File: src/shared/wdr_defs.svh
// Timing and width constants for the watchdog reset generator.
`ifndef WDR_DEFS_SVH
`define WDR_DEFS_SVH

// System clock rate in hertz.
`define WDR_CLK_FREQ_HZ 100000000
// Nominal internal oscillator rate in hertz.
`define WDR_OSC_FREQ_HZ 120000
// Nominal oscillator half period in system clock cycles (rounded down).
`define WDR_OSC_HALF_CYC (`WDR_CLK_FREQ_HZ / (2 * `WDR_OSC_FREQ_HZ))
// Width of the oscillator half-period code set by the resistor.
`define WDR_OSC_W 10
// Oscillator half-period code that selects the nominal rate.
`define WDR_OSC_NOMINAL_CODE 10'h000

// Width of the oscillator cycle counter.
`define WDR_CNT_W 16
// Counter value after a restart.
`define WDR_CNT_ZERO 16'h0000
// Counter increment.
`define WDR_CNT_ONE 16'h0001
// Power-on delay in oscillator cycles.
`define WDR_POR_OSC_CYC 16'h0400
// Watchdog timeout in oscillator cycles.
`define WDR_WD_OSC_CYC 16'h0800
// Reset pulse after a watchdog timeout, in oscillator cycles.
`define WDR_PULSE_OSC_CYC 16'h0040

// Reset synchroniser values.
`define WDR_SYNC_CLEAR 2'h0
`define WDR_SYNC_SHIFT_IN 1'h1

`endif

File: src/shared/wdr_pkg.sv
// Types shared by the watchdog reset generator.
package wdr_pkg;

  // Supervisor states, Gray coded along power-on, run, timeout pulse.
  typedef enum logic [1:0] {
    WDR_POR   = 2'h0,
    WDR_RUN   = 2'h1,
    WDR_PULSE = 2'h3
  } wdr_state_e;

endpackage

File: src/rtl/wdr_osc_div.sv
// Internal oscillator model: square wave and per-cycle tick from the system clock.
`timescale 1ns/10ps
`include "wdr_defs.svh"

module wdr_osc_div (
  input wire logic clk_i,
  input wire logic rst_n_i,
  input wire logic [`WDR_OSC_W-1:0] osc_set_resistor_i,
  output logic osc_sq_o,
  output logic osc_tick_o
);

  logic [`WDR_OSC_W-1:0] cnt_reg;
  logic [`WDR_OSC_W-1:0] cnt_next;
  logic sq_reg;
  logic sq_next;
  logic tick_reg;
  logic tick_next;
  logic [`WDR_OSC_W-1:0] half;

  // The resistor code sets the half period; code zero selects the nominal rate.
  assign half = (osc_set_resistor_i == `WDR_OSC_NOMINAL_CODE) ?
                `WDR_OSC_W'(`WDR_OSC_HALF_CYC) : osc_set_resistor_i;

  // Toggle the square wave every half period; tick once per full period.
  always_comb begin
    cnt_next = cnt_reg + `WDR_OSC_W'(1);
    sq_next = sq_reg;
    tick_next = 1'b0;
    if (cnt_reg >= half - `WDR_OSC_W'(1)) begin
      cnt_next = '0;
      sq_next = ~sq_reg;
      tick_next = ~sq_reg;
    end
  end

  // Oscillator state registers.
  always_ff @(posedge clk_i or negedge rst_n_i) begin
    if (!rst_n_i) begin
      cnt_reg <= '0;
      sq_reg <= 1'b0;
      tick_reg <= 1'b0;
    end else begin
      cnt_reg <= cnt_next;
      sq_reg <= sq_next;
      tick_reg <= tick_next;
    end
  end

  assign osc_sq_o = sq_reg;
  assign osc_tick_o = tick_reg;

  // Square wave edges fall exactly at the end of each half period.
  sq_half_period_a: assert property (
    @(posedge clk_i) disable iff (!rst_n_i)
    $changed(sq_reg) |-> ($past(cnt_reg) >= $past(half) - `WDR_OSC_W'(1)))
    else $error("Square wave edge outside half-period boundary.");

  // With the nominal code the oscillator half period is the nominal count.
  osc_nominal_rate_a: assert property (
    @(posedge clk_i) disable iff (!rst_n_i)
    ($changed(sq_reg) && $past(osc_set_resistor_i) == `WDR_OSC_NOMINAL_CODE)
    |-> ($past(cnt_reg) == `WDR_OSC_W'(`WDR_OSC_HALF_CYC - 1)))
    else $error("Nominal oscillator half period is wrong.");

endmodule

File: src/rtl/wdr_top.sv
// Watchdog and power-on reset generator driving a microcontroller reset pin.
//
// Contract
// - Reset output asserted while any source active.
// - Hold reset for power-on delay after power.
// - Supply above or below window forces reset.
// - Watchdog expiry without kick forces reset.
// - Delays counted in internal oscillator cycles.
// - Square wave output at oscillator frequency.
// - Oscillator nominally 120 kHz, resistor adjusts it.
`timescale 1ns/10ps
`include "wdr_defs.svh"

module wdr_top (
  input wire logic clk_i,
  input wire logic nrst_i,
  input wire logic [`WDR_OSC_W-1:0] osc_set_resistor_i,
  input wire logic vcc_high_i,
  input wire logic vcc_low_i,
  input wire logic watchdog_kick_in_i,
  output logic mcu_rst_n_o,
  output logic osc_sq_o
);

  ////////////////////////////////////////////////////////////////////////////
  // Reset synchroniser and supply decode.
  ////////////////////////////////////////////////////////////////////////////

  logic [1:0] rst_sync_reg;
  logic rst_n;

  // Release the external reset through two flops; assertion stays asynchronous.
  always_ff @(posedge clk_i or negedge nrst_i) begin
    if (!nrst_i) begin
      rst_sync_reg <= `WDR_SYNC_CLEAR;
    end else begin
      rst_sync_reg <= {rst_sync_reg[0], `WDR_SYNC_SHIFT_IN};
    end
  end

  assign rst_n = rst_sync_reg[1];

  // True when the logic supply is outside its window, high or low.
  function automatic logic wdr_supply_fault(input logic hi, input logic lo);
    wdr_supply_fault = hi | lo;
  endfunction

  ////////////////////////////////////////////////////////////////////////////
  // Oscillator.
  ////////////////////////////////////////////////////////////////////////////

  logic osc_tick;

  // The oscillator sets the time base of every delay and drives the square wave.
  wdr_osc_div u_osc (
    .clk_i(clk_i),
    .rst_n_i(rst_n),
    .osc_set_resistor_i(osc_set_resistor_i),
    .osc_sq_o(osc_sq_o),
    .osc_tick_o(osc_tick)
  );

  ////////////////////////////////////////////////////////////////////////////
  // Supervisor state machine.
  ////////////////////////////////////////////////////////////////////////////

  wdr_pkg::wdr_state_e state_reg;
  wdr_pkg::wdr_state_e state_next;
  logic [`WDR_CNT_W-1:0] cnt_reg;
  logic [`WDR_CNT_W-1:0] cnt_next;
  logic kick_prev_reg;
  logic kick_prev_next;
  logic mcu_rst_n_reg;
  logic mcu_rst_n_next;
  logic fault;
  logic kick_edge;

  assign fault = wdr_supply_fault(vcc_high_i, vcc_low_i);
  assign kick_edge = watchdog_kick_in_i ^ kick_prev_reg;

  // Next state: a supply fault always returns to the power-on delay, so the
  // controller gets a full start-up time once the supply is good again.
  always_comb begin
    state_next = state_reg;
    cnt_next = cnt_reg;
    kick_prev_next = watchdog_kick_in_i;
    case (state_reg)
      wdr_pkg::WDR_POR: begin
        if (fault) begin
          cnt_next = `WDR_CNT_ZERO;
        end else if (osc_tick) begin
          if (cnt_reg == `WDR_POR_OSC_CYC - `WDR_CNT_ONE) begin
            state_next = wdr_pkg::WDR_RUN;
            cnt_next = `WDR_CNT_ZERO;
          end else begin
            cnt_next = cnt_reg + `WDR_CNT_ONE;
          end
        end
      end
      wdr_pkg::WDR_RUN: begin
        if (fault) begin
          state_next = wdr_pkg::WDR_POR;
          cnt_next = `WDR_CNT_ZERO;
        end else if (kick_edge) begin
          // Either edge of the kick restarts the count; a square-wave kick
          // therefore keeps the watchdog from ever expiring.
          cnt_next = `WDR_CNT_ZERO;
        end else if (osc_tick) begin
          if (cnt_reg == `WDR_WD_OSC_CYC - `WDR_CNT_ONE) begin
            state_next = wdr_pkg::WDR_PULSE;
            cnt_next = `WDR_CNT_ZERO;
          end else begin
            cnt_next = cnt_reg + `WDR_CNT_ONE;
          end
        end
      end
      wdr_pkg::WDR_PULSE: begin
        if (fault) begin
          state_next = wdr_pkg::WDR_POR;
          cnt_next = `WDR_CNT_ZERO;
        end else if (osc_tick) begin
          if (cnt_reg == `WDR_PULSE_OSC_CYC - `WDR_CNT_ONE) begin
            state_next = wdr_pkg::WDR_RUN;
            cnt_next = `WDR_CNT_ZERO;
          end else begin
            cnt_next = cnt_reg + `WDR_CNT_ONE;
          end
        end
      end
      default: begin
        state_next = wdr_pkg::WDR_POR;
        cnt_next = `WDR_CNT_ZERO;
      end
    endcase
    // Reset is released only in the run state.
    mcu_rst_n_next = (state_next == wdr_pkg::WDR_RUN);
  end

  // Supervisor registers; reset output is low throughout reset.
  always_ff @(posedge clk_i or negedge rst_n) begin
    if (!rst_n) begin
      state_reg <= wdr_pkg::WDR_POR;
      cnt_reg <= `WDR_CNT_ZERO;
      kick_prev_reg <= 1'b0;
      mcu_rst_n_reg <= 1'b0;
    end else begin
      state_reg <= state_next;
      cnt_reg <= cnt_next;
      kick_prev_reg <= kick_prev_next;
      mcu_rst_n_reg <= mcu_rst_n_next;
    end
  end

  assign mcu_rst_n_o = mcu_rst_n_reg;

  ////////////////////////////////////////////////////////////////////////////
  // Checks.
  ////////////////////////////////////////////////////////////////////////////

  // Reset output is released exactly when the supervisor is running.
  rst_follows_state_a: assert property (
    @(posedge clk_i) disable iff (!rst_n)
    mcu_rst_n_o == (state_reg == wdr_pkg::WDR_RUN))
    else $error("Reset output does not match supervisor state.");

  // Leaving the power-on delay happens only after its full count.
  por_delay_full_a: assert property (
    @(posedge clk_i) disable iff (!rst_n)
    (state_reg == wdr_pkg::WDR_RUN && $past(state_reg) == wdr_pkg::WDR_POR)
    |-> ($past(cnt_reg) == `WDR_POR_OSC_CYC - `WDR_CNT_ONE && $past(osc_tick)))
    else $error("Power-on delay ended early.");

  // A supply fault holds the controller in reset on the next cycle.
  supply_fault_reset_a: assert property (
    @(posedge clk_i) disable iff (!rst_n)
    wdr_supply_fault(vcc_high_i, vcc_low_i) |=> !mcu_rst_n_o)
    else $error("Supply fault did not force reset.");

  // An unkicked timeout enters the reset pulse on the next cycle.
  wd_expiry_reset_a: assert property (
    @(posedge clk_i) disable iff (!rst_n)
    (state_reg == wdr_pkg::WDR_RUN && osc_tick && !kick_edge && !fault &&
     cnt_reg == `WDR_WD_OSC_CYC - `WDR_CNT_ONE)
    |=> (state_reg == wdr_pkg::WDR_PULSE && !mcu_rst_n_o))
    else $error("Watchdog timeout did not force reset.");

  // The delay counter only advances on an oscillator tick.
  count_on_tick_a: assert property (
    @(posedge clk_i) disable iff (!rst_n)
    (cnt_reg != `WDR_CNT_ZERO && cnt_reg != $past(cnt_reg))
    |-> ($past(osc_tick) && cnt_reg == $past(cnt_reg) + `WDR_CNT_ONE))
    else $error("Delay counter moved without an oscillator tick.");

  // A kick edge in the run state clears the watchdog count.
  kick_restart_a: assert property (
    @(posedge clk_i) disable iff (!rst_n)
    (state_reg == wdr_pkg::WDR_RUN && kick_edge && !fault)
    |=> (cnt_reg == `WDR_CNT_ZERO && state_reg == wdr_pkg::WDR_RUN))
    else $error("Kick edge did not restart the watchdog.");

  // The timeout reset pulse lasts its full count before resuming.
  pulse_length_a: assert property (
    @(posedge clk_i) disable iff (!rst_n)
    (state_reg == wdr_pkg::WDR_RUN && $past(state_reg) == wdr_pkg::WDR_PULSE)
    |-> ($past(cnt_reg) == `WDR_PULSE_OSC_CYC - `WDR_CNT_ONE))
    else $error("Watchdog reset pulse has the wrong length.");

endmodule

File: config.mk
export PLATFORM = sky130hd
export DESIGN_NAME = wdr_top
export DESIGN_NICKNAME = d
export VERILOG_FILES = /design/src/shared/wdr_pkg.sv /design/src/rtl/wdr_osc_div.sv /design/src/rtl/wdr_top.sv
export VERILOG_INCLUDE_DIRS = /design/src /design/src/shared
export SDC_FILE = /design/constraint.sdc
export NUM_CORES = 1
export LEC_CHECK = 0
export BUFFER_PORTS_ARGS = -buffer_cell sky130_fd_sc_hd__buf_2
export CAP_MARGIN = 30
export CORE_UTILIZATION = 60
export DETAILED_ROUTE_END_ITERATION = 12
export GPL_ROUTABILITY_DRIVEN = 0
export HOLD_SLACK_MARGIN = 0.05
export PLACE_DENSITY = 0.9
export SLEW_MARGIN = 20
export SYNTH_ARGS = -nofsm -noshare
export SYNTH_HDL_FRONTEND = slang
export SYNTH_HIERARCHICAL = 1
export SYNTH_SLANG_ARGS = --single-unit
File: constraint.sdc
create_clock -name clk_i -period 1.35 [get_ports clk_i]
set_input_delay 0.27 -clock clk_i [delete_from_list [all_inputs] [get_ports clk_i]]
set_output_delay 0.27 -clock clk_i [all_outputs]
set_load 0.05 [all_outputs]
==> results of run 1 <==
[timing repair]
item	4_1_cts
gates cloned	2
hold endpoints to repair	2
resized for setup	36
hold buffers	1
endpoints found under the setup margin	31
setup buffers	9
pin swaps	29
[through the flow]
step / worst slack (ps) / util (%)
3_5_place_dp: -1230 / 83.7
2_1_floorplan: -927 / -
4_1_cts: -896 / 95.2
3_3_place_gp: -1140 / 83.7
[cell families after synthesis]
| logic type | Yosys count | synth area share [%] |
|---|---|---|
| other | 1 | 0.167 |
| buffers and inverters | 17 | 3.74 |
| xor gates and xnor gates | 14 | 5.47 |
| AOI/OAI and AO/OA | 52 | 17.6 |
| adders and majority gates | 13 | 7.25 |
| and+or+nand+nor | 114 | 27.0 |
| muxes | 2 | 0.892 |
| DFF | 34 | 37.9 |
[cells in the mapped netlist, types with 2 or more instances]
library cell and instances:
dfrtp_1 34, nand2_1 29, nor2_1 22, nor3_1 14, ha_1 13, o211ai_1 11
a21oi_1 10, inv_1 10, nand3_1 10, xor2_1 9, nand4_1 7, o21ai_1 7
o311ai_1 7, nand2b_1 5, nor2b_1 5, xnor2_1 5, and3_1 3, and4_1 3
clkbuf_1 3, o21ai_0 3, or3_1 3, a41oi_1 2, buf_6 2, mux2i_1 2
nor3_2 2, nor4_1 2, o21a_1 2, o22ai_1 2, or2_2 2, or3_4 2
==> impl_metrics.env, run 1 <==
export IMPL_status="did not finish"
export IMPL_haltStage="5_1_grt"
export IMPL_error="[ERROR DPL-0038] Utilization greater than 100%, impossible to legalize"
export IMPL_cts_buffer_depth=2
export IMPL_synth_top_area_share_pct=37.9
export IMPL_worstEndpointType="register data pin"
export IMPL_ys_seq_elements=34
export IMPL_htreeDepth=2
export IMPL_synthTopCellsByArea="dfrtp_1 (38%), ha_1 (7.3%), nand2_1 (4.9%)"
export IMPL_placed_cells=370
export IMPL_dp_hpwl_mm=4.17
export IMPL_io_buffers=16
export IMPL_worst_endpoint="u_osc/osc_sq_o$_DFFE_PN0P_/D"
export IMPL_synthCells=247
export IMPL_placed_area_um2=2900
export IMPL_rows=21
export IMPL_ys_seq_area_share_pct=37.9
export IMPL_die_width_um=63.1
export IMPL_cts_root_buf="clkbuf_8"
export IMPL_clock_sinks=34
export IMPL_synth_main_ff_cell="dfrtp_1"
export IMPL_grt_max_degree=33
export IMPL_pin_count=17
export IMPL_synth_area_leader_cell="dfrtp_1"
export IMPL_synth_fp_nets=275
export IMPL_syn_area_per_cell_um2=9.08
export IMPL_yosys_warnings=6
export IMPL_synth_edf_count=0
export IMPL_async_reset_ff_share_pct=100
export IMPL_cts_made_buffers=5
export IMPL_yosysUniqueCellTypes=46
export IMPL_synth_area_um2=2240
export IMPL_die_h_um=63.1
export IMPL_start_util_pct=64.7
==> inputs of run 2 (changes only) <==
CORE_UTILIZATION = 40   (was 60)
HOLD_SLACK_MARGIN = not set   (was 0.05)
PLACE_DENSITY = not set   (was 0.9)
PLACE_DENSITY_LB_ADDON = 0.15   (was not set)
==> impl_metrics.env, run 2 <==
export IMPL_power_density_nw_per_um2=983
export IMPL_worst_hold_path_type="in2reg"
export IMPL_rows=26
export IMPL_fill_cells=416
export IMPL_overflow=0
export IMPL_drt_iter0_drc=97
export IMPL_worstHoldStart="watchdog_kick_in_i"
export IMPL_synthTopCellsByArea="dfrtp_1 (38%), ha_1 (7.3%), nand2_1 (4.9%)"
export IMPL_worstPathCellList="buf_6 > or3_4 > nor2_4 > buf_4 > nand2_1 > nand2_1 > ha_1 > nand2b_4 > a211oi_2 > nor3_2 > or3_4 > xor2_1"
export IMPL_hold_viol=0
export IMPL_drive_above_1_share_pct=45.0
export IMPL_largest_register_ffs=16
export IMPL_fin_nets=376
export IMPL_dr_pass1_iters=4
export IMPL_synth_area_leader_cell="dfrtp_1"
export IMPL_worst_r2r_path_depth=6
export IMPL_worst_slack_ps=-857
export IMPL_critPathCaptureType="register"
export IMPL_r2r_end="cnt_reg[13]$_DFFE_PN0P_"
export IMPL_violations="setup timing"
export IMPL_clk_latency_ps=300
export IMPL_required_ps=1540
export IMPL_tritoncts="yes"
export IMPL_cts_buffer_depth=2
export IMPL_synthCells=247
export IMPL_cts_root_buf="clkbuf_8"
export IMPL_clock_skew_final_ps=6.02
export IMPL_clock_sinks=34
export IMPL_finalCritPeriodShare_pct=164
export IMPL_die_width_um=76.9
export IMPL_vdd_drop_max_mv=0.933
export IMPL_htreeDepth=2
export IMPL_final_cell_mix="buf_4 (66), dfrtp_1 (34), nand2_1 (29)"
export IMPL_arrival_ps=2390
export IMPL_vias_per_cell=5.30
export IMPL_placed_cells=399
export IMPL_grt_max_degree=19
export IMPL_critPathMaxFanout=6
export IMPL_clk_pin_slew_ps=80
export IMPL_status="finished with violations"
export IMPL_placed_area_um2=2990
export IMPL_setup_viol=31
export IMPL_hold_depth=1
export IMPL_yosysUniqueCellTypes=46
export IMPL_synth_area_um2=2240
export IMPL_routed_wl_mm=5.96
export IMPL_first_global_vias=2233
export IMPL_fin_crit_ps=2210
export IMPL_dr_total_vias=2222
export IMPL_pin_count=17
export IMPL_maxCapViolCount=0
export IMPL_fin_area_um2=3470
export IMPL_rsz0062_at_grt="yes"
export IMPL_io_buffers=16
export IMPL_die_h_um=76.9
export IMPL_critical_path_class="in2reg"
export IMPL_r2r_slack_ps=-600
export IMPL_grt_pass1_wl_mm=9.71
export IMPL_synth_edf_count=0
export IMPL_area_delta_synth_final_pct=54.8
export IMPL_core_area_um2=5240
export IMPL_crit_path_max_incr_delay_ps=440
export IMPL_relSlewSlack_pct=66.3
export IMPL_drtAntennaViolNets=0
export IMPL_cts_made_buffers=5
export IMPL_finalMaxSlewViolations=0
export IMPL_syn_area_per_cell_um2=9.08
export IMPL_synth_most_common_cell="dfrtp_1"
export IMPL_whs_endpoint="kick_prev_reg$_DFF_PN0_"
export IMPL_layout_commonest_cell="buf_4"
export IMPL_dp_hpwl_mm=4.05
export IMPL_p_leak_nw=1.52
export IMPL_fmax_mhz=453
export IMPL_synth_main_ff_cell="dfrtp_1"
export IMPL_async_reset_ff_share_pct=100
export IMPL_layout_cells_non_filler=419
export IMPL_die_area_um2=5910
export IMPL_synth_common_cells="dfrtp_1 (34), nand2_1 (29), nor2_1 (22)"
export IMPL_drc=0
export IMPL_crit_slowest_cell="or3_4"
export IMPL_synth_fp_nets=275
export IMPL_grtUsageTotal_pct=20.4
export IMPL_tightest_slew_ps=506
export IMPL_r2r_start="cnt_reg[12]$_DFFE_PN0P_"
export IMPL_antenna_found_initial=0
export IMPL_post_drt_wl_per_cell_um=14.2
export IMPL_startpoint_type="input pin"
export IMPL_antenna_cells=0
export IMPL_ys_seq_area_share_pct=37.9
export IMPL_ys_seq_elements=34
export IMPL_p_total_mw=3.41
export IMPL_start_util_pct=42.8
export IMPL_yosys_warnings=6
export IMPL_synth_top_area_share_pct=37.9
## run 2: cell counts after synthesis
Identical to the previous run, type by type.
## run 2: timing repair
| item | in CTS | in global routing |
|---|---|---|
| gates cloned | 3 | 0 |
| hold buffers | 1 | 0 |
| pin swaps | 26 | 20 |
| resized for setup | 37 | 18 |
| setup endpoints to repair | 31 | 31 |
| setup buffers | 9 | 1 |
| endpoints found under the hold margin | 2 | 0 |
## run 2: report_power, final
part	total (mW)	internal (mW)	switching (mW)
logic	1.20	0.596	0.604
registers	1.26	1.15	0.102
clock network	0.958	0.549	0.409
total	3.41	2.30	1.11
## run 2: routing by layer
layer,vias up,GRT usage (%),share of wire [%]
li1,1110,-,-
met4,0,5.38,0.84
met2,26,37.9,54
met3,7,4.40,2.4
met1,1079,23.5,42
met5,-,0,0
## run 2: kinds of logic (layout without fill, tap and decap cells)
group	count (synthesis)	count (layout)	synth area share (%)
flip-flops	34	34	37.9
AO/OA/AOI/OAI	52	53	17.6
XOR/XNOR	14	14	5.47
AND/OR/NAND/NOR	114	115	27.0
other	1	1	0.167
adder cells (fa/ha/maj)	13	13	7.25
multiplexers	2	2	0.892
buffers and inverters	17	117	3.74
## run 2: how the worst max path moves through the flow
stage                     depth (start not counted)             startpoint                         end
after detailed placement                         10  osc_set_resistor_i[2]  u_osc/osc_sq_o$_DFFE_PN0P_
after global routing                             15  osc_set_resistor_i[0]  u_osc/osc_sq_o$_DFFE_PN0P_
final                                            12  osc_set_resistor_i[7]  u_osc/osc_sq_o$_DFFE_PN0P_
after global placement                            9  osc_set_resistor_i[7]  u_osc/osc_sq_o$_DFFE_PN0P_
after CTS                                        11  osc_set_resistor_i[7]  u_osc/osc_sq_o$_DFFE_PN0P_
after floorplan                                  11  osc_set_resistor_i[7]  u_osc/cnt_reg[2]$_DFF_PN0_
## run 2: critical path, delay by kind of cell
| family | cells | cell delay, ps |
|---|---|---|
| simple gates | 7 | 1300 |
| buf+inv | 2 | 210 |
| xor+xnor | 1 | 160 |
| fa+ha+maj | 1 | 220 |
| compound gates | 1 | 240 |
## run 2: layout make-up
class | instances | area (µm²) | area share (%)
sequential | 34 | 851 | 24.5
tap | 70 | 87.6 | 2.52
inverter | 10 | 40.0 | 1.15
clock buffer | 5 | 68.8 | 1.98
clock inverter | 3 | 45.0 | 1.30
multi-input combinational | 198 | 1560 | 44.8
timing repair buffer | 99 | 826 | 23.8
## run 2: metrics by stage
step                      hold WS, ps  util [%]  setup TNS (ps)  setup slack (ps)
after global routing              105      66.3          -22330              -975
after CTS                        90.0      64.6          -19300              -839
after global placement           56.0      57.2          -22230             -1200
after floorplan                 -25.6         -          -16950              -927
final                             115      66.3          -19480              -857
after detailed placement         58.6      57.2          -22510             -1220
Note: power is estimated with default switching activity, not from simulation.
